File: config.mk
export PLATFORM = sky130hd
export DESIGN_NAME = srlr_responder
export DESIGN_NICKNAME = d
export VERILOG_FILES = /design/src/rtl/srlr_pkg.sv /design/src/rtl/srlr_qual_if.sv /design/src/rtl/srlr_minute_counter.sv /design/src/rtl/srlr_qualifier_table.sv /design/src/rtl/srlr_responder.sv
export VERILOG_INCLUDE_DIRS = /design/src /design/src/rtl
export SDC_FILE = /design/constraint.sdc
export NUM_CORES = 1
export LEC_CHECK = 0
export BUFFER_PORTS_ARGS = -buffer_cell sky130_fd_sc_hd__buf_4
export CORE_MARGIN = 2
export CORE_UTILIZATION = 38
export DETAILED_ROUTE_END_ITERATION = 7
export GPL_TIMING_DRIVEN = 1
export PLACE_DENSITY = 0.65
export SETUP_SLACK_MARGIN = 0.1
export SYNTH_ARGS = -nofsm -noshare
export SYNTH_HDL_FRONTEND = slang
export SYNTH_SLANG_ARGS = --single-unit
File: constraint.sdc
create_clock -name pclk -period 2.4 [get_ports pclk]
set_clock_uncertainty 0.15 [all_clocks]
set_input_delay 0.36 -clock pclk [delete_from_list [all_inputs] [get_ports pclk]]
set_output_delay 0.36 -clock pclk [all_outputs]
set_load 0.05 [all_outputs]
File: src/rtl/srlr_consts.svh
// constants of the supply range and lifetime resource responder
// assumes inclusion by bare name from the design and sim files
`ifndef SRLR_CONSTS_SVH
`define SRLR_CONSTS_SVH

// apb byte offsets
`define SRLR_OFF_REQ 8'h00
`define SRLR_OFF_IDENT 8'h04
`define SRLR_OFF_CMD 8'h08
`define SRLR_OFF_STATUS 8'h0C
`define SRLR_OFF_RESP_HI 8'h10
`define SRLR_OFF_RESP_LO 8'h14
`define SRLR_OFF_LIFE 8'h18

// request, command and status register field positions
`define SRLR_REQ_OFFSET_MSB 14
`define SRLR_REQ_LEN_LSB 16
`define SRLR_REQ_LEN_MSB 19
`define SRLR_REQ_WRITE_BIT 20
`define SRLR_REQ_INDIRECT_BIT 21
`define SRLR_CMD_GO_BIT 0
`define SRLR_STATUS_DONE_BIT 0

// resource identifiers
`define SRLR_IDENT_SUPPLY 12'h2C4
`define SRLR_IDENT_LIFETIME 12'h2CB

// supply limits in millivolts
`define SRLR_SUPPLY_MIN_MV 16'h1B58
`define SRLR_SUPPLY_MAX_MV 16'h2EE0
`define SRLR_SUPPLY_LIMIT_MV 16'h3A98

// error code pairs
`define SRLR_ERR_RD_HI 8'h13
`define SRLR_ERR_RD_LO 8'h40
`define SRLR_ERR_DWR_HI 8'h14
`define SRLR_ERR_DWR_LO 8'h41
`define SRLR_ERR_IWR_HI 8'h10
`define SRLR_ERR_IWR_LO 8'h41

// definition qualifiers
`define SRLR_QIDX_LAST 15'h0005
`define SRLR_Q_NAME_SUPPLY 64'h5348_5F53_5550_5200
`define SRLR_Q_NAME_LIFE 64'h5348_5F4C_4946_4554
`define SRLR_Q_SIZE 16'h0004
`define SRLR_Q_RD_LEVEL 16'h0000
`define SRLR_Q_WR_LEVEL 16'h000F
`define SRLR_Q_TMO_SUPPLY 16'h0012
`define SRLR_Q_TMO_LIFE 16'h0007
`define SRLR_Q_TYPE_U16 16'h0004
`define SRLR_Q_TYPE_U32 16'h0005
`define SRLR_LEN_NAME 4'h8
`define SRLR_LEN_WORD 4'h2
`define SRLR_LEN_DWORD 4'h4
`define SRLR_LEN_NONE 4'h0

// timing
`define SRLR_CLK_HZ 250000000
`define SRLR_MINUTE_S 60

`endif

File: src/rtl/srlr_pkg.sv
// types of the supply range and lifetime resource responder
// assumes srlr_consts.svh on the include path
`default_nettype none
package srlr_pkg;
   typedef enum logic {
      SRLR_ST_IDLE,
      SRLR_ST_EXEC
   } srlr_state_t;

   typedef struct packed {
      logic [11:0] resource_identifier;
      logic indirect;
      logic write;
      logic [3:0] len;
      logic [14:0] offset;
   } srlr_req_t;

   typedef struct packed {
      srlr_state_t state;
      srlr_req_t req;
      logic done;
      logic error;
      logic [3:0] resp_len;
      logic [7:0] err_hi;
      logic [7:0] err_lo;
      logic [63:0] resp;
      logic [31:0] prdata;
      logic pslverr;
   } srlr_main_t;

   typedef struct packed {
      logic [35:0] presc;
      logic [31:0] minutes;
   } srlr_count_t;
endpackage
`default_nettype wire

File: src/rtl/srlr_qual_if.sv
// carrier between the responder and its qualifier table
// assumes both ends in the same clock domain
`timescale 1ns/1ns
`default_nettype none
interface srlr_qual_if;
   logic lifetime_sel;
   logic [2:0] index;
   logic [63:0] bytes;
   logic [3:0] len;
   modport table_end (
      input lifetime_sel,
      input index,
      output bytes,
      output len
   );
   modport user_end (
      output lifetime_sel,
      output index,
      input bytes,
      input len
   );
endinterface
`default_nettype wire

File: src/rtl/srlr_minute_counter.sv
// saturating operating time counter in whole minutes
// assumes a free running clock while powered
`timescale 1ns/1ns
`default_nettype none
`include "srlr_consts.svh"
module srlr_minute_counter #(
   parameter logic [35:0] MINUTE_CYCLES = 36'h3_7E11_D600
) (
   input wire logic pclk,
   input wire logic presetn,
   output logic [31:0] minutes
);
   srlr_pkg::srlr_count_t cur;
   srlr_pkg::srlr_count_t next_cur;

   always_comb begin
      next_cur = cur;
      if (cur.presc >= MINUTE_CYCLES - 36'h0_0000_0001) begin
         next_cur.presc = 36'h0_0000_0000;
         if (cur.minutes != 32'hFFFF_FFFF) begin
            next_cur.minutes = cur.minutes + 32'h0000_0001;
         end
      end else begin
         next_cur.presc = cur.presc + 36'h0_0000_0001;
      end
   end

   always_ff @(posedge pclk or negedge presetn) begin
      if (!presetn) begin
         cur <= '0;
      end else begin
         cur <= next_cur;
      end
   end

   assign minutes = cur.minutes;
endmodule
`default_nettype wire

File: src/rtl/srlr_qualifier_table.sv
// resource definition qualifiers of both resources
// assumes index already checked against the last qualifier
`timescale 1ns/1ns
`default_nettype none
`include "srlr_consts.svh"
module srlr_qualifier_table (
   srlr_qual_if.table_end q
);
   logic [15:0] word;

   always_comb begin
      word = `SRLR_Q_RD_LEVEL;
      q.bytes = 64'h0000_0000_0000_0000;
      q.len = `SRLR_LEN_WORD;
      case (q.index)
         3'h0: begin
            q.bytes = q.lifetime_sel ? `SRLR_Q_NAME_LIFE : `SRLR_Q_NAME_SUPPLY;
            q.len = `SRLR_LEN_NAME;
         end
         3'h1: word = `SRLR_Q_SIZE;
         3'h2: word = `SRLR_Q_RD_LEVEL;
         3'h3: word = `SRLR_Q_WR_LEVEL;
         3'h4: word = q.lifetime_sel ? `SRLR_Q_TMO_LIFE : `SRLR_Q_TMO_SUPPLY;
         3'h5: word = q.lifetime_sel ? `SRLR_Q_TYPE_U32 : `SRLR_Q_TYPE_U16;
         default: q.len = `SRLR_LEN_NONE;
      endcase
      if (q.index != 3'h0) begin
         q.bytes = {word, 48'h0000_0000_0000};
      end
   end
endmodule
`default_nettype wire

File: src/rtl/srlr_responder.sv
// apb reachable responder for the supply range and lifetime resources
// assumes an apb master on pclk and a transport that copies requests in
`timescale 1ns/1ns
`default_nettype none
`include "srlr_consts.svh"
module srlr_responder #(
   parameter logic [35:0] MINUTE_CYCLES = 36'(64'(`SRLR_MINUTE_S) * 64'(`SRLR_CLK_HZ))
) (
   input wire logic pclk,
   input wire logic presetn,
   input wire logic psel,
   input wire logic penable,
   input wire logic pwrite,
   input wire logic [7:0] paddr,
   input wire logic [31:0] pwdata,
   output logic [31:0] prdata,
   output logic pready,
   output logic pslverr
);
   srlr_pkg::srlr_main_t cur;
   srlr_pkg::srlr_main_t next_cur;
   logic [31:0] minutes;
   logic [15:0] supply_min;
   logic [15:0] supply_max;
   logic is_supply;
   logic is_life;
   logic wr_access;
   logic go;
   logic done_clr;
   logic done_set;
   logic [31:0] status_word;

   srlr_qual_if qif();

   srlr_qualifier_table u_table (
      .q(qif.table_end)
   );

   srlr_minute_counter #(
      .MINUTE_CYCLES(MINUTE_CYCLES)
   ) u_minutes (
      .pclk(pclk),
      .presetn(presetn),
      .minutes(minutes)
   );

   assign supply_min = (`SRLR_SUPPLY_MIN_MV > `SRLR_SUPPLY_LIMIT_MV) ? `SRLR_SUPPLY_LIMIT_MV : `SRLR_SUPPLY_MIN_MV;
   assign supply_max = (`SRLR_SUPPLY_MAX_MV > `SRLR_SUPPLY_LIMIT_MV) ? `SRLR_SUPPLY_LIMIT_MV : `SRLR_SUPPLY_MAX_MV;

   assign is_supply = (cur.req.resource_identifier == `SRLR_IDENT_SUPPLY);
   assign is_life = (cur.req.resource_identifier == `SRLR_IDENT_LIFETIME);
   assign qif.lifetime_sel = is_life;
   assign qif.index = cur.req.offset[2:0];

   assign wr_access = psel & penable & pwrite & ~cur.pslverr;
   assign go = wr_access & (paddr == `SRLR_OFF_CMD) & pwdata[`SRLR_CMD_GO_BIT] & (cur.state == srlr_pkg::SRLR_ST_IDLE);
   assign done_clr = wr_access & (paddr == `SRLR_OFF_STATUS) & pwdata[`SRLR_STATUS_DONE_BIT];
   assign done_set = (cur.state == srlr_pkg::SRLR_ST_EXEC);

   assign status_word = {8'h00, cur.err_lo, cur.err_hi, cur.resp_len, 1'b0,
                         cur.state == srlr_pkg::SRLR_ST_EXEC, cur.error, cur.done};

   always_comb begin
      next_cur = cur;

      // apb read capture in setup phase
      if (psel & ~penable) begin
         next_cur.pslverr = 1'b0;
         case (paddr)
            `SRLR_OFF_REQ: next_cur.prdata = {10'h000, cur.req.indirect, cur.req.write,
                                              cur.req.len, 1'b0, cur.req.offset};
            `SRLR_OFF_IDENT: next_cur.prdata = {20'h0_0000, cur.req.resource_identifier};
            `SRLR_OFF_CMD: next_cur.prdata = 32'h0000_0000;
            `SRLR_OFF_STATUS: next_cur.prdata = status_word;
            `SRLR_OFF_RESP_HI: next_cur.prdata = cur.resp[63:32];
            `SRLR_OFF_RESP_LO: next_cur.prdata = cur.resp[31:0];
            `SRLR_OFF_LIFE: next_cur.prdata = minutes;
            default: begin
               next_cur.prdata = 32'h0000_0000;
               next_cur.pslverr = 1'b1;
            end
         endcase
      end

      // request registers, frozen while executing
      if (wr_access & (cur.state == srlr_pkg::SRLR_ST_IDLE)) begin
         if (paddr == `SRLR_OFF_REQ) begin
            next_cur.req.offset = pwdata[`SRLR_REQ_OFFSET_MSB:0];
            next_cur.req.len = pwdata[`SRLR_REQ_LEN_MSB:`SRLR_REQ_LEN_LSB];
            next_cur.req.write = pwdata[`SRLR_REQ_WRITE_BIT];
            next_cur.req.indirect = pwdata[`SRLR_REQ_INDIRECT_BIT];
         end
         if (paddr == `SRLR_OFF_IDENT) begin
            next_cur.req.resource_identifier = pwdata[11:0];
         end
      end

      // done flag, set wins over clear
      next_cur.done = done_set | (cur.done & ~done_clr);

      case (cur.state)
         srlr_pkg::SRLR_ST_IDLE: begin
            if (go) begin
               next_cur.state = srlr_pkg::SRLR_ST_EXEC;
               next_cur.done = 1'b0;
            end
         end
         srlr_pkg::SRLR_ST_EXEC: begin
            next_cur.state = srlr_pkg::SRLR_ST_IDLE;
            next_cur.error = 1'b1;
            next_cur.resp = 64'h0000_0000_0000_0000;
            next_cur.resp_len = `SRLR_LEN_NONE;
            next_cur.err_hi = `SRLR_ERR_RD_HI;
            next_cur.err_lo = `SRLR_ERR_RD_LO;
            if (!(is_supply | is_life)) begin
               next_cur.error = 1'b1;
            end else if (!cur.req.indirect && cur.req.write) begin
               next_cur.err_hi = `SRLR_ERR_DWR_HI;
               next_cur.err_lo = `SRLR_ERR_DWR_LO;
            end else if (!cur.req.indirect) begin
               if (cur.req.offset <= `SRLR_QIDX_LAST) begin
                  next_cur.error = 1'b0;
                  next_cur.resp = qif.bytes;
                  next_cur.resp_len = qif.len;
                  next_cur.err_hi = 8'h00;
                  next_cur.err_lo = 8'h00;
               end
            end else if (cur.req.write) begin
               next_cur.err_hi = `SRLR_ERR_IWR_HI;
               next_cur.err_lo = `SRLR_ERR_IWR_LO;
            end else if (is_supply) begin
               if (cur.req.offset == 15'h0000 && cur.req.len == `SRLR_LEN_DWORD) begin
                  next_cur.error = 1'b0;
                  next_cur.resp = {supply_min, supply_max, 32'h0000_0000};
                  next_cur.resp_len = `SRLR_LEN_DWORD;
               end else if (cur.req.offset == 15'h0000 && cur.req.len == `SRLR_LEN_WORD) begin
                  next_cur.error = 1'b0;
                  next_cur.resp = {supply_min, 48'h0000_0000_0000};
                  next_cur.resp_len = `SRLR_LEN_WORD;
               end else if (cur.req.offset == 15'h0002 && cur.req.len == `SRLR_LEN_WORD) begin
                  next_cur.error = 1'b0;
                  next_cur.resp = {supply_max, 48'h0000_0000_0000};
                  next_cur.resp_len = `SRLR_LEN_WORD;
               end
               if (!next_cur.error) begin
                  next_cur.err_hi = 8'h00;
                  next_cur.err_lo = 8'h00;
               end
            end else begin
               if (cur.req.offset == 15'h0000 && cur.req.len == `SRLR_LEN_DWORD) begin
                  next_cur.error = 1'b0;
                  next_cur.resp = {minutes, 32'h0000_0000};
                  next_cur.resp_len = `SRLR_LEN_DWORD;
                  next_cur.err_hi = 8'h00;
                  next_cur.err_lo = 8'h00;
               end
            end
         end
         default: next_cur.state = srlr_pkg::SRLR_ST_IDLE;
      endcase
   end

   always_ff @(posedge pclk or negedge presetn) begin
      if (!presetn) begin
         cur <= '0;
      end else begin
         cur <= next_cur;
      end
   end

   assign prdata = cur.prdata;
   assign pready = 1'b1;
   assign pslverr = psel & penable & cur.pslverr;
endmodule
`default_nettype wire

==> flow_metrics.env <==
export IMPL_most_common_layout_cells="dfrtp_1, buf_4, nand2_1, nor2_1, mux2_2"
export IMPL_cts_num_sinks=178
export IMPL_cts_buffer_depth=2
export IMPL_row_count=56
export IMPL_syn_inst=902
export IMPL_wire_per_inst_um=18.0
export IMPL_yosysUniqueCellTypes=69
export IMPL_synth_area_leaders="dfrtp_1, mux2_2, nand2_1"
export IMPL_min_from="pwdata[2]"
export IMPL_cp_arrival_ns=2.50
export IMPL_drt_initial_drc_count=623
export IMPL_drt_first_pass_iters=5
export IMPL_rsz0062_at_grt="yes"
export IMPL_run_status="finished clean"
export IMPL_drc=0
export IMPL_synthArstFlopShare_pct=100
export IMPL_setup_viol=0
export IMPL_nNetsFinal=1057
export IMPL_ant_nets=0
export IMPL_dp_cells=1290
export IMPL_tightest_slew_ns=0.586
export IMPL_synth_seq_area_share_pct=49.2
export IMPL_peakVddDrop_v=0.000605
export IMPL_drv_slew=0
export IMPL_max_cap_violations=0
export IMPL_grt_pass1_vias=6950
export IMPL_cts_clk_slew_worst_paths_ns=0.08
export IMPL_yosysTopAreaCell="dfrtp_1"
export IMPL_pin_count=79
export IMPL_period_minus_slack_ns=2.34
export IMPL_worstSkewPairLatency_ns=0.44
export IMPL_dieArea_um2=25100
export IMPL_numCtsBuffers=17
export IMPL_groute_usage_overall_pct=20.1
export IMPL_ys_ff_latch=178
export IMPL_netlist_area_leader_share_pct=49.2
export IMPL_avgSynthCellArea_um2=10.0
export IMPL_crit_required_ns=2.56
export IMPL_cts_tree="done"
export IMPL_dp_hpwl_um=17500
export IMPL_critPathBufInv=1
export IMPL_die_y_um=158
export IMPL_ff2ff_path_depth=7
export IMPL_diodes=0
export IMPL_area_growth_pct=23.6
export IMPL_synthFlopType="dfrtp_1"
export IMPL_setup_tns_final_ns=0
export IMPL_ys_warn_count=0
export IMPL_drt_wl_total_um=24100
export IMPL_powerDensity_nw_per_um2=581
export IMPL_r2r_setup_slack_ns=0.06
export IMPL_crit_family="simple AND/OR/NAND/NOR gates"
export IMPL_reg2reg_to="u_minutes.minutes[22]"
export IMPL_worst_setup_path_end_kind="flop"
export IMPL_vias=7340
export IMPL_hold_viol=0
export IMPL_final_common_cell="dfrtp_1"
export IMPL_fillers=2209
export IMPL_path_class="flop to flop"
export IMPL_min_period_over_period_pct=97.6
export IMPL_hold_path_class="input port to flop"
export IMPL_hold_end="cur[121]"
export IMPL_synth_area_um2=9050
export IMPL_initial_core_util_pct=38.7
export IMPL_leakage_nw=5.13
export IMPL_regToRegStartpoint="u_minutes.cur[37]"
export IMPL_slew_headroom_pct=60.9
export IMPL_path_max_fanout=4
export IMPL_slowest_stage="or4b_4"
export IMPL_grt_pass1_wl_um=38700
export IMPL_root_buffer="clkbuf_16"
export IMPL_die_x_um=158
export IMPL_grt_overflow_total=0
export IMPL_htree_levels=4
export IMPL_globalplace_congestion=0.899
export IMPL_slowest_delay_ns=0.52
export IMPL_min_path_cells=2
export IMPL_drive_gt1_share_pct=27.3
export IMPL_synth_edf_count=0
export IMPL_crit_chain="nand4_1 > or4b_4 > o21ai_4 > a41oi_4 > buf_4 > or3_1 > xnor2_1"
export IMPL_antenna_found_initial=0
export IMPL_viasPerCell=5.47
export IMPL_grt_max_degree=59
export IMPL_coreArea_um2=23400
export IMPL_clock_fmax_ghz=0.427
export IMPL_critPathLaunchType="flop"
export IMPL_stdcell_count=1342
export IMPL_port_buffers=66
==> per-stage QoR <==
step / area (um^2) / hold WS [ns] / setup WS (ns) / total power [mW] / utilization (%)
detailed placement: 10200 / 0.174 / -0.00876 / 3.69 / 43.7
global placement: 10200 / 0.176 / 0.0297 / 3.68 / 43.7
finish: 11200 / 0.0137 / 0.0567 / 6.49 / 47.8
CTS: 11100 / 0.00399 / 0.0551 / 6.54 / 47.3
floorplan: 9050 / -0.0856 / 0.0820 / 3.41 / -
global route: 11200 / 0.00230 / -0.0000229 / 6.73 / 47.8
==> final cells by class <==
cell class	instances	area (um^2)	share of cell area, %
Timing Repair Buffer	175	1450	13.0
Tap cell	319	399	3.57
Multi-Input combinational cell	626	4220	37.8
Clock buffer	17	425	3.81
Clock inverter	15	178	1.59
Sequential cell	178	4450	39.8
Inverter	12	45.0	0.403
==> synth_stat cells (all sizes together), types with 13 or more instances <==
cell and n:
a21o 13, mux2 46, nand3 41, clkbuf 40
xnor2 26, o21ai 50, nor2 71, dfrtp 178
a22oi 22, a21oi 39, buf 47, nor3 19
nand4 30, nand2 86, and3 18, xor2 35
==> sequential cells by signal, indices dropped and copies added, names as in the netlist <==
register	cells
cur	77
u_minutes.cur	36
prdata	32
u_minutes.minutes	32
done_set	1
==> what timing repair did <==
item                                   in CTS  in global routing
setup endpoints to repair                  59                 57
hold buffers                               16                  0
pin swaps                                   4                  0
setup buffers                               2                  2
gates resized for setup                    11                 28
endpoints found under the hold margin      60                  0
==> worst max-delay path by stage <==
stage,from,endpoint,slack [ns],depth (start not counted)
floorplan,cur[143],cur[86],0.08,7
global placement,cur[143],cur[87],0.03,7
detailed placement,cur[143],cur[87],-0.009,7
CTS,u_minutes.cur[37],u_minutes.minutes[29],0.06,7
global route,u_minutes.cur[37],u_minutes.minutes[22],-0.00002,7
finish,u_minutes.cur[37],u_minutes.minutes[22],0.06,7
==> routing by layer <==
metal  vias to the layer above  part of all wire [%]  global-route usage [%]
met5                         -                     0                       0
met4                         0                   1.4                    5.11
met3                        20                   6.9                    3.43
met2                       251                    45                    29.9
met1                      3647                    47                    30.3
li1                       3422                     -                       -
==> logic make-up after synthesis <==
group                      Yosys count  synth area share (%)
xor gates and xnor gates            61                  5.91
muxes                               47                  5.84
DFF                                178                  49.2
adders and majority gates            2                 0.277
and+or+nand+nor                    336                  19.6
AOI/OAI and AO/OA                  177                  13.3
buffers and inverters               99                  5.75
other                                2                0.0830
==> report_power, final <==
part | leakage (nW) | switching, mW | internal (mW) | total (mW)
registers | 2.47 | 0.0713 | 3.07 | 3.14
logic | 2.38 | 0.300 | 0.239 | 0.539
clock network | 0.291 | 1.40 | 1.42 | 2.82
total | 5.13 | 1.77 | 4.72 | 6.49
Note: power is estimated with default switching activity, not from simulation.
